<file path="src/verilog/cpu_status_pkg.sv">
// constants for the processor status word, system registers and register file
// assumes a single core clock and an axi4-lite master with 32-bit data
// Function
// (RULE_01) the status word is split in two halves, the upper half 31..16 holding mode and state.
// (RULE_02) carry, zero, negative, overflow, saturation, lock and scratch sit in the lower half 15..0.
// (RULE_03) the upper half may be read or written only in a privileged mode, never from application mode.
// (RULE_04) bit 31 is the secure flag and reads one exactly while the core runs in secure state.
// (RULE_05) before architecture revision 3 the secure flag is held at zero.
// (RULE_06) the secure flag reset value is chosen by the implementation through a parameter.
// (RULE_07) on revision 3 the no_compare_auto_clear bit stops the counter clearing on compare match.
// (RULE_08) the first configuration register reports the architecture revision read-only.
// (RULE_09) the secure-state registers exist only on a revision 3 implementation.
// (RULE_10) reset clears exec mode bits 2 and 1 and sets bit 0, giving supervisor mode.
// (RULE_11) while the global interrupt mask is set every interrupt level is blocked.
// (RULE_12) a register file of sixteen 32-bit registers is provided.
// (RULE_13) reserved status bits read as zero and ignore writes.
package cpu_status_pkg;
    localparam logic [11:0] STATUS_OFS      = 12'h000;
    localparam logic [11:0] CPU_CTRL_OFS    = 12'h00c;
    localparam logic [11:0] FIRST_CONFIG_REG_OFS     = 12'h100;
    localparam logic [11:0] COUNT_OFS       = 12'h108;
    localparam logic [11:0] COMPARE_OFS     = 12'h10c;
    localparam logic [11:0] SECURE_STAT_OFS = 12'h180;
    localparam logic [11:0] REGFILE_OFS     = 12'h040;
    localparam int          REGFILE_DEPTH   = 16;

    // status word field positions
    localparam int SECURE_BIT = 31;
    localparam int DBG_MASK_BIT = 27;
    localparam int DBG_STATE_BIT = 26;
    localparam int MODE_LSB   = 22;
    localparam int EXC_MASK_BIT = 21;
    localparam int LVL_MASK_LSB = 17;
    localparam int GLOBAL_MASK_BIT = 16;
    localparam logic [31:0] STATUS_WR_MASK = 32'h8dff_403f;
    localparam logic [31:0] STATUS_RESET   = 32'h0061_0000;
    localparam logic [2:0]  MODE_APP       = 3'h0;

    localparam int NO_AUTO_CLEAR_BIT = 0;
    localparam int REV_LSB = 10;
    localparam logic [1:0] RESP_OKAY   = 2'h0;
    localparam logic [1:0] RESP_SLVERR = 2'h2;
    localparam logic [1:0] RESP_DECERR = 2'h3;
endpackage

</file>
<file path="src/verilog/cpu_status_regs.sv">
// status word, control, configuration, counter and register file of the core
// assumes an axi4-lite master on ref_clk_i; irq requests come from logic on the same clock
//
// Implementation choices: the placing of the registers and the AXI4-Lite register port.
`timescale 1ns/1ps
module cpu_status_regs import cpu_status_pkg::*; #(
    parameter logic [2:0] ARCH_REV     = 3'h3,
    parameter logic       SECURE_RESET = 1'b0
) (
    // clock and reset
    input  wire logic        ref_clk_i,
    input  wire logic        reset_n_i,
    // axi4-lite write
    input  wire logic [11:0] s_axi_awaddr_i,
    input  wire logic        s_axi_awvalid_i,
    output logic             s_axi_awready_o,
    input  wire logic [31:0] s_axi_wdata_i,
    input  wire logic [3:0]  s_axi_wstrb_i,
    input  wire logic        s_axi_wvalid_i,
    output logic             s_axi_wready_o,
    output logic [1:0]       s_axi_bresp_o,
    output logic             s_axi_bvalid_o,
    input  wire logic        s_axi_bready_i,
    // axi4-lite read
    input  wire logic [11:0] s_axi_araddr_i,
    input  wire logic        s_axi_arvalid_i,
    output logic             s_axi_arready_o,
    output logic [31:0]      s_axi_rdata_o,
    output logic [1:0]       s_axi_rresp_o,
    output logic             s_axi_rvalid_o,
    input  wire logic        s_axi_rready_i,
    // core side
    input  wire logic [3:0]  irq_req_i,
    output logic [3:0]       irq_enabled_o,
    output logic [31:0]      status_word_o,
    output logic             compare_match_o
);
    typedef enum logic [1:0] {WR_IDLE = 2'b01, WR_RESP = 2'b10} wr_state_e;

    localparam logic IS_REV3 = (ARCH_REV >= 3'h3);

    logic [31:0] status_q, cpu_ctrl_q, count_q, compare_q, secure_stat_q;
    logic [31:0] regs_q [REGFILE_DEPTH];
    logic [11:0] awaddr_q;
    logic [31:0] wdata_q;
    logic [3:0]  wstrb_q;
    logic        aw_got_q, w_got_q;
    wr_state_e   wr_state_q;
    logic [1:0]  bresp_q;
    logic        rvalid_q;
    logic [31:0] rdata_q;
    logic [1:0]  rresp_q;
    logic [3:0]  irq_en_q;
    logic        match_q;

    // which byte lanes the current mode may reach in the status word
    function automatic logic [3:0] lane_allow(input logic [31:0] st);
        lane_allow = (st[MODE_LSB +: 3] == MODE_APP) ? 4'h3 : 4'hf;
    endfunction

    function automatic logic addr_mapped(input logic [11:0] a);
        addr_mapped = (a == STATUS_OFS) || (a == CPU_CTRL_OFS) || (a == FIRST_CONFIG_REG_OFS) ||
                      (a == COUNT_OFS) || (a == COMPARE_OFS) ||
                      (IS_REV3 && a == SECURE_STAT_OFS) ||
                      (a[11:6] == REGFILE_OFS[11:6] && a[1:0] == 2'h0);
    endfunction

    function automatic logic [31:0] strb_merge(input logic [31:0] old, input logic [31:0] nw,
                                               input logic [3:0] s);
        for (int i = 0; i < 4; i++) begin
            strb_merge[8*i +: 8] = s[i] ? nw[8*i +: 8] : old[8*i +: 8];
        end
    endfunction

    logic        do_write;
    logic        status_wr, ctrl_wr, count_wr, compare_wr, secure_wr, regs_wr;
    logic        upper_refused;
    logic [31:0] status_wmask, status_merged;
    assign do_write      = aw_got_q && w_got_q && wr_state_q == WR_IDLE;
    assign status_wr     = do_write && awaddr_q == STATUS_OFS;
    assign ctrl_wr       = do_write && awaddr_q == CPU_CTRL_OFS;
    assign count_wr      = do_write && awaddr_q == COUNT_OFS;
    assign compare_wr    = do_write && awaddr_q == COMPARE_OFS;
    assign secure_wr     = do_write && IS_REV3 && awaddr_q == SECURE_STAT_OFS; // RULE_09
    assign regs_wr       = do_write && awaddr_q[11:6] == REGFILE_OFS[11:6] && awaddr_q[1:0] == 2'h0;
    assign upper_refused = |(wstrb_q & ~lane_allow(status_q)); // RULE_03
    // reserved bits and, before revision 3, the secure flag never take a write
    assign status_wmask  = STATUS_WR_MASK & ~(IS_REV3 ? 32'h0 : 32'h8000_0000); // RULE_13 RULE_05
    assign status_merged = strb_merge(status_q, wdata_q, wstrb_q & lane_allow(status_q)); // RULE_03

    // write channel: address and data taken in either order, response after both
    assign s_axi_awready_o = !aw_got_q && wr_state_q == WR_IDLE;
    assign s_axi_wready_o  = !w_got_q && wr_state_q == WR_IDLE;
    assign s_axi_bvalid_o  = wr_state_q == WR_RESP;
    assign s_axi_bresp_o   = bresp_q;

    always_ff @(posedge ref_clk_i) begin
        if (!reset_n_i) begin
            aw_got_q   <= 1'b0;
            w_got_q    <= 1'b0;
            awaddr_q   <= 12'h000;
            wdata_q    <= 32'h0000_0000;
            wstrb_q    <= 4'h0;
            wr_state_q <= WR_IDLE;
            bresp_q    <= RESP_OKAY;
        end else begin
            if (s_axi_awvalid_i && s_axi_awready_o) begin
                aw_got_q <= 1'b1;
                awaddr_q <= s_axi_awaddr_i;
            end
            if (s_axi_wvalid_i && s_axi_wready_o) begin
                w_got_q <= 1'b1;
                wdata_q <= s_axi_wdata_i;
                wstrb_q <= s_axi_wstrb_i;
            end
            case (wr_state_q)
                WR_IDLE: begin
                    if (do_write) begin
                        aw_got_q   <= 1'b0;
                        w_got_q    <= 1'b0;
                        wr_state_q <= WR_RESP;
                        if (!addr_mapped(awaddr_q))
                            bresp_q <= RESP_DECERR;
                        else if (awaddr_q == STATUS_OFS && upper_refused)
                            bresp_q <= RESP_SLVERR;
                        else
                            bresp_q <= RESP_OKAY;
                    end
                end
                WR_RESP: begin
                    if (s_axi_bready_i)
                        wr_state_q <= WR_IDLE;
                end
                default: wr_state_q <= WR_IDLE;
            endcase
        end
    end

    // status word; mode bits come up as supervisor
    always_ff @(posedge ref_clk_i) begin
        if (!reset_n_i) begin
            status_q <= STATUS_RESET | ({31'h0, SECURE_RESET && IS_REV3} << SECURE_BIT); // RULE_04 RULE_06 RULE_10
        end else if (status_wr) begin
            status_q <= (status_merged & status_wmask) | (status_q & ~status_wmask); // RULE_01 RULE_02
        end
    end

    always_ff @(posedge ref_clk_i) begin
        if (!reset_n_i)
            cpu_ctrl_q <= 32'h0000_0000;
        else if (ctrl_wr && wstrb_q[0])
            cpu_ctrl_q <= {31'h0, wdata_q[NO_AUTO_CLEAR_BIT] & IS_REV3}; // RULE_07
    end

    always_ff @(posedge ref_clk_i) begin
        if (!reset_n_i)
            secure_stat_q <= 32'h0000_0000;
        else if (secure_wr)
            secure_stat_q <= strb_merge(secure_stat_q, wdata_q, wstrb_q);
    end

    // cycle counter; clearing on match is optional from revision 3
    logic cmp_hit;
    assign cmp_hit = count_q == compare_q && compare_q != 32'h0;
    always_ff @(posedge ref_clk_i) begin
        if (!reset_n_i) begin
            count_q   <= 32'h0000_0000;
            compare_q <= 32'h0000_0000;
            match_q   <= 1'b0;
        end else begin
            match_q <= cmp_hit;
            if (count_wr)
                count_q <= strb_merge(count_q, wdata_q, wstrb_q);
            else if (cmp_hit && !cpu_ctrl_q[NO_AUTO_CLEAR_BIT])
                count_q <= 32'h0000_0000; // RULE_07
            else
                count_q <= count_q + 32'h1;
            if (compare_wr)
                compare_q <= strb_merge(compare_q, wdata_q, wstrb_q);
        end
    end

    // general register file
    always_ff @(posedge ref_clk_i) begin
        if (!reset_n_i) begin
            for (int i = 0; i < REGFILE_DEPTH; i++)
                regs_q[i] <= 32'h0000_0000;
        end else if (regs_wr) begin
            regs_q[awaddr_q[5:2]] <= strb_merge(regs_q[awaddr_q[5:2]], wdata_q, wstrb_q); // RULE_12
        end
    end

    // read channel: one cycle from address to data
    logic [31:0] rd_val;
    logic [1:0]  rd_resp;
    always_comb begin
        rd_val  = 32'h0000_0000;
        rd_resp = RESP_OKAY;
        if (!addr_mapped(s_axi_araddr_i)) begin
            rd_resp = RESP_DECERR; // RULE_09
        end else if (s_axi_araddr_i == STATUS_OFS) begin
            rd_val = status_q & STATUS_WR_MASK; // RULE_13
            if (lane_allow(status_q) != 4'hf) begin
                rd_val  = {16'h0000, rd_val[15:0]}; // RULE_03
                rd_resp = RESP_SLVERR;
            end
        end else if (s_axi_araddr_i == CPU_CTRL_OFS) begin
            rd_val = cpu_ctrl_q;
        end else if (s_axi_araddr_i == FIRST_CONFIG_REG_OFS) begin
            rd_val = {19'h0, ARCH_REV, 10'h000}; // RULE_08
        end else if (s_axi_araddr_i == COUNT_OFS) begin
            rd_val = count_q;
        end else if (s_axi_araddr_i == COMPARE_OFS) begin
            rd_val = compare_q;
        end else if (s_axi_araddr_i == SECURE_STAT_OFS) begin
            rd_val = secure_stat_q;
        end else begin
            rd_val = regs_q[s_axi_araddr_i[5:2]];
        end
    end

    assign s_axi_arready_o = !rvalid_q;
    assign s_axi_rvalid_o  = rvalid_q;
    assign s_axi_rdata_o   = rdata_q;
    assign s_axi_rresp_o   = rresp_q;
    always_ff @(posedge ref_clk_i) begin
        if (!reset_n_i) begin
            rvalid_q <= 1'b0;
            rdata_q  <= 32'h0000_0000;
            rresp_q  <= RESP_OKAY;
        end else if (s_axi_arvalid_i && !rvalid_q) begin
            rvalid_q <= 1'b1;
            rdata_q  <= rd_val;
            rresp_q  <= rd_resp;
        end else if (s_axi_rready_i) begin
            rvalid_q <= 1'b0;
        end
    end

    // per-level interrupt gating, overridden by the global mask
    for (genvar l = 0; l < 4; l++) begin : g_lvl
        always_ff @(posedge ref_clk_i) begin
            if (!reset_n_i)
                irq_en_q[l] <= 1'b0;
            else
                irq_en_q[l] <= irq_req_i[l] && !status_q[LVL_MASK_LSB + l] && !status_q[GLOBAL_MASK_BIT]; // RULE_11
        end
    end

    assign irq_enabled_o   = irq_en_q;
    assign status_word_o   = status_q;
    assign compare_match_o = match_q;
endmodule

</file>
<file path="config.mk">
export PLATFORM = sky130hd
export DESIGN_NAME = cpu_status_regs
export DESIGN_NICKNAME = d
export VERILOG_FILES = /design/src/verilog/cpu_status_pkg.sv /design/src/verilog/cpu_status_regs.sv
export SDC_FILE = /design/constraint.sdc
export NUM_CORES = 1
export LEC_CHECK = 0
export BUFFER_PORTS_ARGS = -buffer_cell sky130_fd_sc_hd__buf_2
export CAP_MARGIN = 20
export CORE_MARGIN = 1.5
export CORE_UTILIZATION = 42
export CTS_BUF_LIST = sky130_fd_sc_hd__clkbuf_8
export CTS_CLUSTER_SIZE = 24
export DETAILED_ROUTE_END_ITERATION = 10
export MAX_ROUTING_LAYER = met4
export SLEW_MARGIN = 25
export SYNTH_ARGS = -nofsm -noshare
export SYNTH_HDL_FRONTEND = slang
export SYNTH_SLANG_ARGS = --single-unit
</file>
<file path="constraint.sdc">
create_clock -name ref_clk_i -period 4 [get_ports ref_clk_i]
set_input_delay 0.2 -clock ref_clk_i [delete_from_list [all_inputs] [get_ports ref_clk_i]]
set_output_delay 0.2 -clock ref_clk_i [all_outputs]
set_load 0.02 [all_outputs]
</file>
==> results of run 1 <==
-- repair_timing --
item                                   4_1_cts  5_1_grt
resized for setup                            0        0
hold buffers                                69        0
endpoints found under the hold margin       63        0
setup endpoints to repair                    0        0
-- power breakdown --
part           switching, W  internal (W)  leakage [nW]
Combinational      0.000751      0.000445          7.70
Clock               0.00302       0.00290          1.32
Sequential         0.000274       0.00821          6.99
-- registers in the layout, summed over array words and instances, names as in the netlist, 2 cells and up --
| register | cells |
|---|---|
| wstrb_q | 4 |
| compare_q | 32 |
| wr_state_q | 2 |
| secure_stat_q | 32 |
| s_axi_rresp_o | 2 |
| s_axi_bresp_o | 2 |
| status_word_o | 19 |
| count_q | 32 |
| irq_enabled_o | 4 |
| s_axi_rdata_o | 32 |
| awaddr_q | 12 |
| wdata_q | 32 |
| regs_q | 512 |
-- cell usage in the layout, fill, tap and decap left out, drive strengths merged, types with 11 or more instances in the layout --
cell type      n
xor2          34
a22oi         30
dlygate4sd3   69
o22ai         18
mux2          26
conb          13
nand4         24
clkbuf       127
nand3         53
mux2i         37
o21ai         46
and3         505
clkinv        17
buf          209
dfxtp        210
nor4          36
mux4         142
nor3          43
a211oi        11
inv           86
edfxtp       512
o31ai         14
nand2        431
nor2         125
a21oi        146
-- per-stage QoR --
step                      hold slack [ns]  util (%)  instances  total power, W  worst slack, ns
after floorplan                     0.300         -       2927         0.00923             1.54
after global placement              0.385      44.5       3868         0.00973            0.994
after detailed placement            0.396      44.5       3868         0.00975            0.940
after CTS                        0.000367      48.1       4148          0.0156             1.14
after global routing               0.0697      48.1       4149          0.0161            0.988
final                              0.0529      48.1       4149          0.0156             1.10
-- routing by layer --
layer	vias to the layer above	GRT usage, %
met2	1278	42.8
met4	0	11.9
li1	11000	-
met3	243	3.69
met5	-	-
met1	12600	35.6
-- path summary, 6_finish.rpt --
path / to / slack (ns) / cells after the start
setup / recovery: compare_q[13] / 1.10 / 7
hold / removal: aw_got_q / 0.05 / 4
setup reg to reg: compare_q[13] / 1.10 / 7
hold reg to reg: secure_stat_q[15] / 0.45 / 2
-- cell families after synthesis --
| kind of cell | synth area share [%] |
|---|---|
| simple gates | 19.4 |
| flops | 57.9 |
| buf+inv | 4.15 |
| compound gates | 6.14 |
| mux | 11.4 |
| xor+xnor | 0.958 |
| fa+ha+maj | 0.0370 |
| other cells | 0.0111 |
-- area by class of cell --
class                      count  area, um^2
fill                        7060       41200
sequential                   722       19600
multi-input combinational   1866       13000
timing repair buffer         279        2030
clock buffer                 126        1730
tap                         1050        1310
clock inverter                85         383
inverter                      20        77.6
antenna                        1        2.50
-- critical path, stage by stage, from the launching register on --
cell and delay [ns]:
dfxtp_1 0.44, or4_1 0.59, or3_1 0.49, nor4_4 0.29, buf_4 0.37, nand2_1 0.32
nand2_1 0.15, a21oi_1 0.07
==> metrics.md, run 1 <==
| Metric | Value |
|---|---|
| Fin crit share | 72.6% |
| Outcome | completed |
| Final wirelength | 110000 um |
| Post-CTS setup buffer count | 0 |
| Worst skew pair latency | roughly 0.76 ns |
| Clock tree buffer depth | 3 |
| Vias | about 25000 |
| Drt pass-1 iters | 5 |
| CTS tree | yes |
| Initial antenna violation count | 1 |
| Hpwl dp | 71500 um |
| Min-delay src | s_axi_awvalid_i |
| Synth warnings | 0 |
| Global-route wire length before repair | around 160000 um |
| Detailed Route Iter0 Violations | 2815 |
| Clock tree sinks | just over 700 |
| Crit path capture type | flip-flop |
| Met2 wire length | 51900 um |
| Async SR Flop Fraction | 0% |
| Slew margin rel. | 22.8% |
| Reg-to-reg startpoint | awaddr_q[11] |
| Leakage | 16.0 nW |
| Hold crit path type | input pin to flip-flop |
| F_max | between 0.3 and 0.4 GHz |
| Synth unique cells | 72 |
| I/O Buffers | approximately 140 |
| Die height | 287 um |
| RD Place Congestion | about 1.0 |
| Vias in the first global route | 24700 |
| Beginning of the critical path | awaddr_q[11] |
| Vias per Instance | 6.06 |
| Setup TNS | 0 ns |
| RSZ-0062 raised after global routing | no |
| Reg clk slew, reported paths | around 0.060 ns |
| Htree depth | 3 |
| Drt wl/cell | between 20 and 30 um |
| Met3 Wirelength | 8720 um |
| WP data arrival | approximately 3.5 ns |
| Synth top cells by count | edfxtp_1, and3_1, nand2_1 |
| Yosys top cell by area | edfxtp_1 |
| Cell area after synthesis | 33800 um^2 |
| EDFF count, synth | 512 |
| CTS Buf Count | between 100 and 150 |
| Root Driver | clkbuf_8 |
| Post-Route M1 WL | 44900 um |
| DIE AREA | 82300 um^2 |
| Area Growth Syn to Fin | 12.8% |
| Syn Inst Count | 2915 |
| Synth area leaders | edfxtp_1, dfxtp_1, mux4_2, and3_1, nand2_1 |
| Final Instance Area | around 38000 um^2 |
| Prevailing post-synth register cell | edfxtp_1 |
| Peak supply drop | about 0.28 mV |
| Share of layout cells above drive strength 1 | around 18% |
| Startpoint types | flip-flop |
| Clock Skew | between 0.03 and 0.04 ns |
| # rows | just over 100 |
| Die Wd | 287 um |
| Max cap viols | 0 |
| Total Nets Final | roughly 3100 |
| PwrDens | roughly 410 nW/um^2 |
| # IOs | 149 |
| Initial Util | between 40% and 50% |
| Sequential element share of the synthesized area | 57.9% |
| Routed Antenna Nets | 0 |
| Fin. max-slew vios | 0 |
| Final Hold Vio Count | 0 |
| CP Max Fanout | 27 |
| Crit Path Class | flip-flop to flip-flop |
| Pin count of the biggest net entering global routing | roughly 150 |
| DP Area | 35300 um^2 |
| Share of the synthesized area in the top cell type | approximately 45% |
| Remaining DRCs | 0 |
| Top-count cell post-synth | edfxtp_1 |
| Total congestion overflow | 0 |
| Critical Path RT | between 4 and 5 ns |
| Top Layer Used | met4 |
| CORE AREA | between 70000 and 80000 um^2 |
| Setup violators final | 0 |
| Number of synthesized register bits | slightly above 700 |
| GRT Total Usage | approximately 27% |
| Crit path time final | 2.90 ns |
| Worst slew pin tran | 1.15 ns |
| Syn Area/Cell | ~12 um^2 |
(Power assumes the default switching activity.)
==> inputs of run 2 (changes only) <==
==> constraint.sdc (replaced) <==
create_clock -name ref_clk_i -period 3.05 [get_ports ref_clk_i]
set_input_delay 0.1525 -clock ref_clk_i [delete_from_list [all_inputs] [get_ports ref_clk_i]]
set_output_delay 0.1525 -clock ref_clk_i [all_outputs]
set_load 0.02 [all_outputs]
==> metrics.md, run 2 (synthesis results as in run 1) <==
| Metric | Value |
|---|---|
| PwrDens | ~530 nW/um^2 |
| Vias in the first global route | 24900 |
| DIE AREA | between 80000 and 90000 um^2 |
| CORE AREA | around 79000 um^2 |
| Max stage delay cell, worst path | nor4_2 |
| Hpwl dp | roughly 74000 um |
| Outcome | completed |
| Die height | 287 um |
| WP data arrival | 3.33 ns |
| Pin count of the biggest net entering global routing | 110 |
| Final core utilization | about half |
| Multi-input logic area | 13000 um^2 |
| Global-route wire length before repair | 164000 um |
| Fillers | between 6000 and 7000 |
| Detailed Route Iter0 Violations | 3055 |
| CP Max Fanout | 64 |
| Most common cell after layout, fill and taps aside | edfxtp_1 |
| Hold depth | 5 |
| Fin crit share | between 90% and 100% |
| Setup TNS | 0 ns |
| Hold crit path type | input pin to flip-flop |
| CP most frequent cell | nand2_1 |
| Worst slew pin tran | ~1.1 ns |
| Root Driver | clkbuf_8 |
| Final wirelength | 113000 um |
| Critical Path RT | between 3 and 4 ns |
| Peak supply drop | roughly 0.30 mV |
| Worst skew pair latency | roughly 0.76 ns |
| # IOs | 149 |
| Crit path time final | around 2.9 ns |
| CTS tree | yes |
| Worst Hold Endpoint | wdata_q[9] |
| Drt wl/cell | ~26 um |
| Most flops, register | regs_q |
| Drt pass-1 iters | 7 |
| Crit path capture type | flip-flop |
| Gate power share | 8.3% |
| Clk pwr share | about two fifths |
| Sequential power share | a little over half |
| Total congestion overflow | 0 |
| Setup WS pre-CTS | just under 0.2 ns |
| Total Nets Final | 3191 |
| RD Place Congestion | roughly 1.0 |
| Setup WS post-layout | 0.122 ns |
| Reg2Reg Capture Point | regs_q[7][25] |
| Startpoint types | flip-flop |
| Clock Skew | ~0.032 ns |
| Vias per Instance | ~6.1 |
| Vias | about 26000 |
| Psw | roughly 0.0055 W |
| Sequential standard cell area | 19600 um^2 |
| Internal | approximately 0.016 W |
| Reg clk slew, reported paths | 0.07 ns |
| Initial antenna violation count | 9 |
| Routed Antenna Nets | 0 |
| Clock tree sinks | around 720 |
| GRT Total Usage | around 28% |
| Crit Path Class | flip-flop to flip-flop |
| RSZ-0062 raised after global routing | no |
| Initial Util | 42.6% |
| Slew margin rel. | 25.5% |
| CTS Buf Count | approximately 120 |
| Min-delay src | s_axi_wvalid_i |
| Area Growth Syn to Fin | 16.4% |
| Commonest cells after routing, fill and taps aside | edfxtp_1, and3_1, nand2_1 |
| Clock tree buffer depth | 3 |
| Htree depth | 3 |
| Fin. max-slew vios | 0 |
| Share of layout cells above drive strength 1 | approximately 20% |
| Crit path cell chain | nor2_1 -> nand3_1 -> nor4_2 -> buf_4 -> buf_12 -> nand2_1 -> nand2_1 |
| R2R cell count | 7 |
| Fin cells | around 4300 |
| Max cap viols | 0 |
| Die Wd | roughly 290 um |
| Max reg flops | about 510 |
| Placed insts | approximately 4000 |
| Remaining DRCs | 0 |
| Final Hold Vio Count | 0 |
| Switch share | between 20% and 30% |
| Post-cts sizing count | 0 |
| # rows | between 100 and 150 |
| Leakage | 16.6 nW |
| I/O Buffers | 135 |
| Worst reg2reg setup slack | approximately 0.12 ns |
| F_max | 0.342 GHz |
| Reg-to-reg startpoint | awaddr_q[8] |
| Setup violators final | 0 |
| CP max stage delay | ~0.61 ns |
| Total power | roughly 0.021 W |
## run 2: layout make-up
class                   instances  share of cell area, %
diodes                          3                 0.0191
repair buffers                394                   7.93
flip-flops and latches        722                   49.7
multi-input cells            1866                   33.0
clock inverters                90                   1.25
well taps                    1050                   3.34
inverters                      20                  0.197
clock buffers                 129                   4.51
## run 2: through the flow
stage	hold slack [ns]	instance area, um^2
floorplan	0.253	33900
global placement	0.336	36000
detailed placement	0.357	36000
CTS	0.00151	39400
global route	0.0558	39400
finish	0.0402	39400
## run 2: repair_timing
action                                 4_1_cts  5_1_grt
hold buffers                               106        0
endpoints found under the hold margin       62        0
buffers inserted                             0        0
## run 2: power by group through the flow
| stage | registers (W) | logic (W) | clock network (W) |
|---|---|---|---|
| final | 0.0111 | 0.00174 | 0.00821 |
| after global placement | 0.0112 | 0.00157 | 0 |
| after floorplan | 0.0110 | 0.00106 | 0 |
| after detailed placement | 0.0113 | 0.00159 | 0 |
| after CTS | 0.0111 | 0.00172 | 0.00830 |
| after global routing | 0.0111 | 0.00183 | 0.00872 |
## run 2: critical path, delay by kind of cell, from the launching register on
kind,cells,cell delay [ns]
flops,1,0.40
buf+inv,2,0.49
simple gates,5,1.62
## run 2: routing by layer
metal | share of wire [%] | GRT usage, % | wire length, um | up-vias
li1 | - | - | - | 11300
met3 | 9.6 | 4.02 | 10900 | 259
met4 | 3.8 | 10.6 | 4310 | 0
met1 | 39 | 36.4 | 44400 | 12900
met2 | 47 | 44.2 | 53400 | 1502
met5 | 0 | - | 0 | -
## run 2: worst max-delay path by stage
stage                 from        endpoint
3_3_place_gp   awaddr_q[8]   regs_q[1][27]
4_1_cts        awaddr_q[8]   regs_q[1][30]
2_1_floorplan     aw_got_q   regs_q[0][24]
5_1_grt        awaddr_q[8]  regs_q[15][31]
6_report       awaddr_q[8]   regs_q[7][25]
3_5_place_dp   awaddr_q[8]   regs_q[1][29]
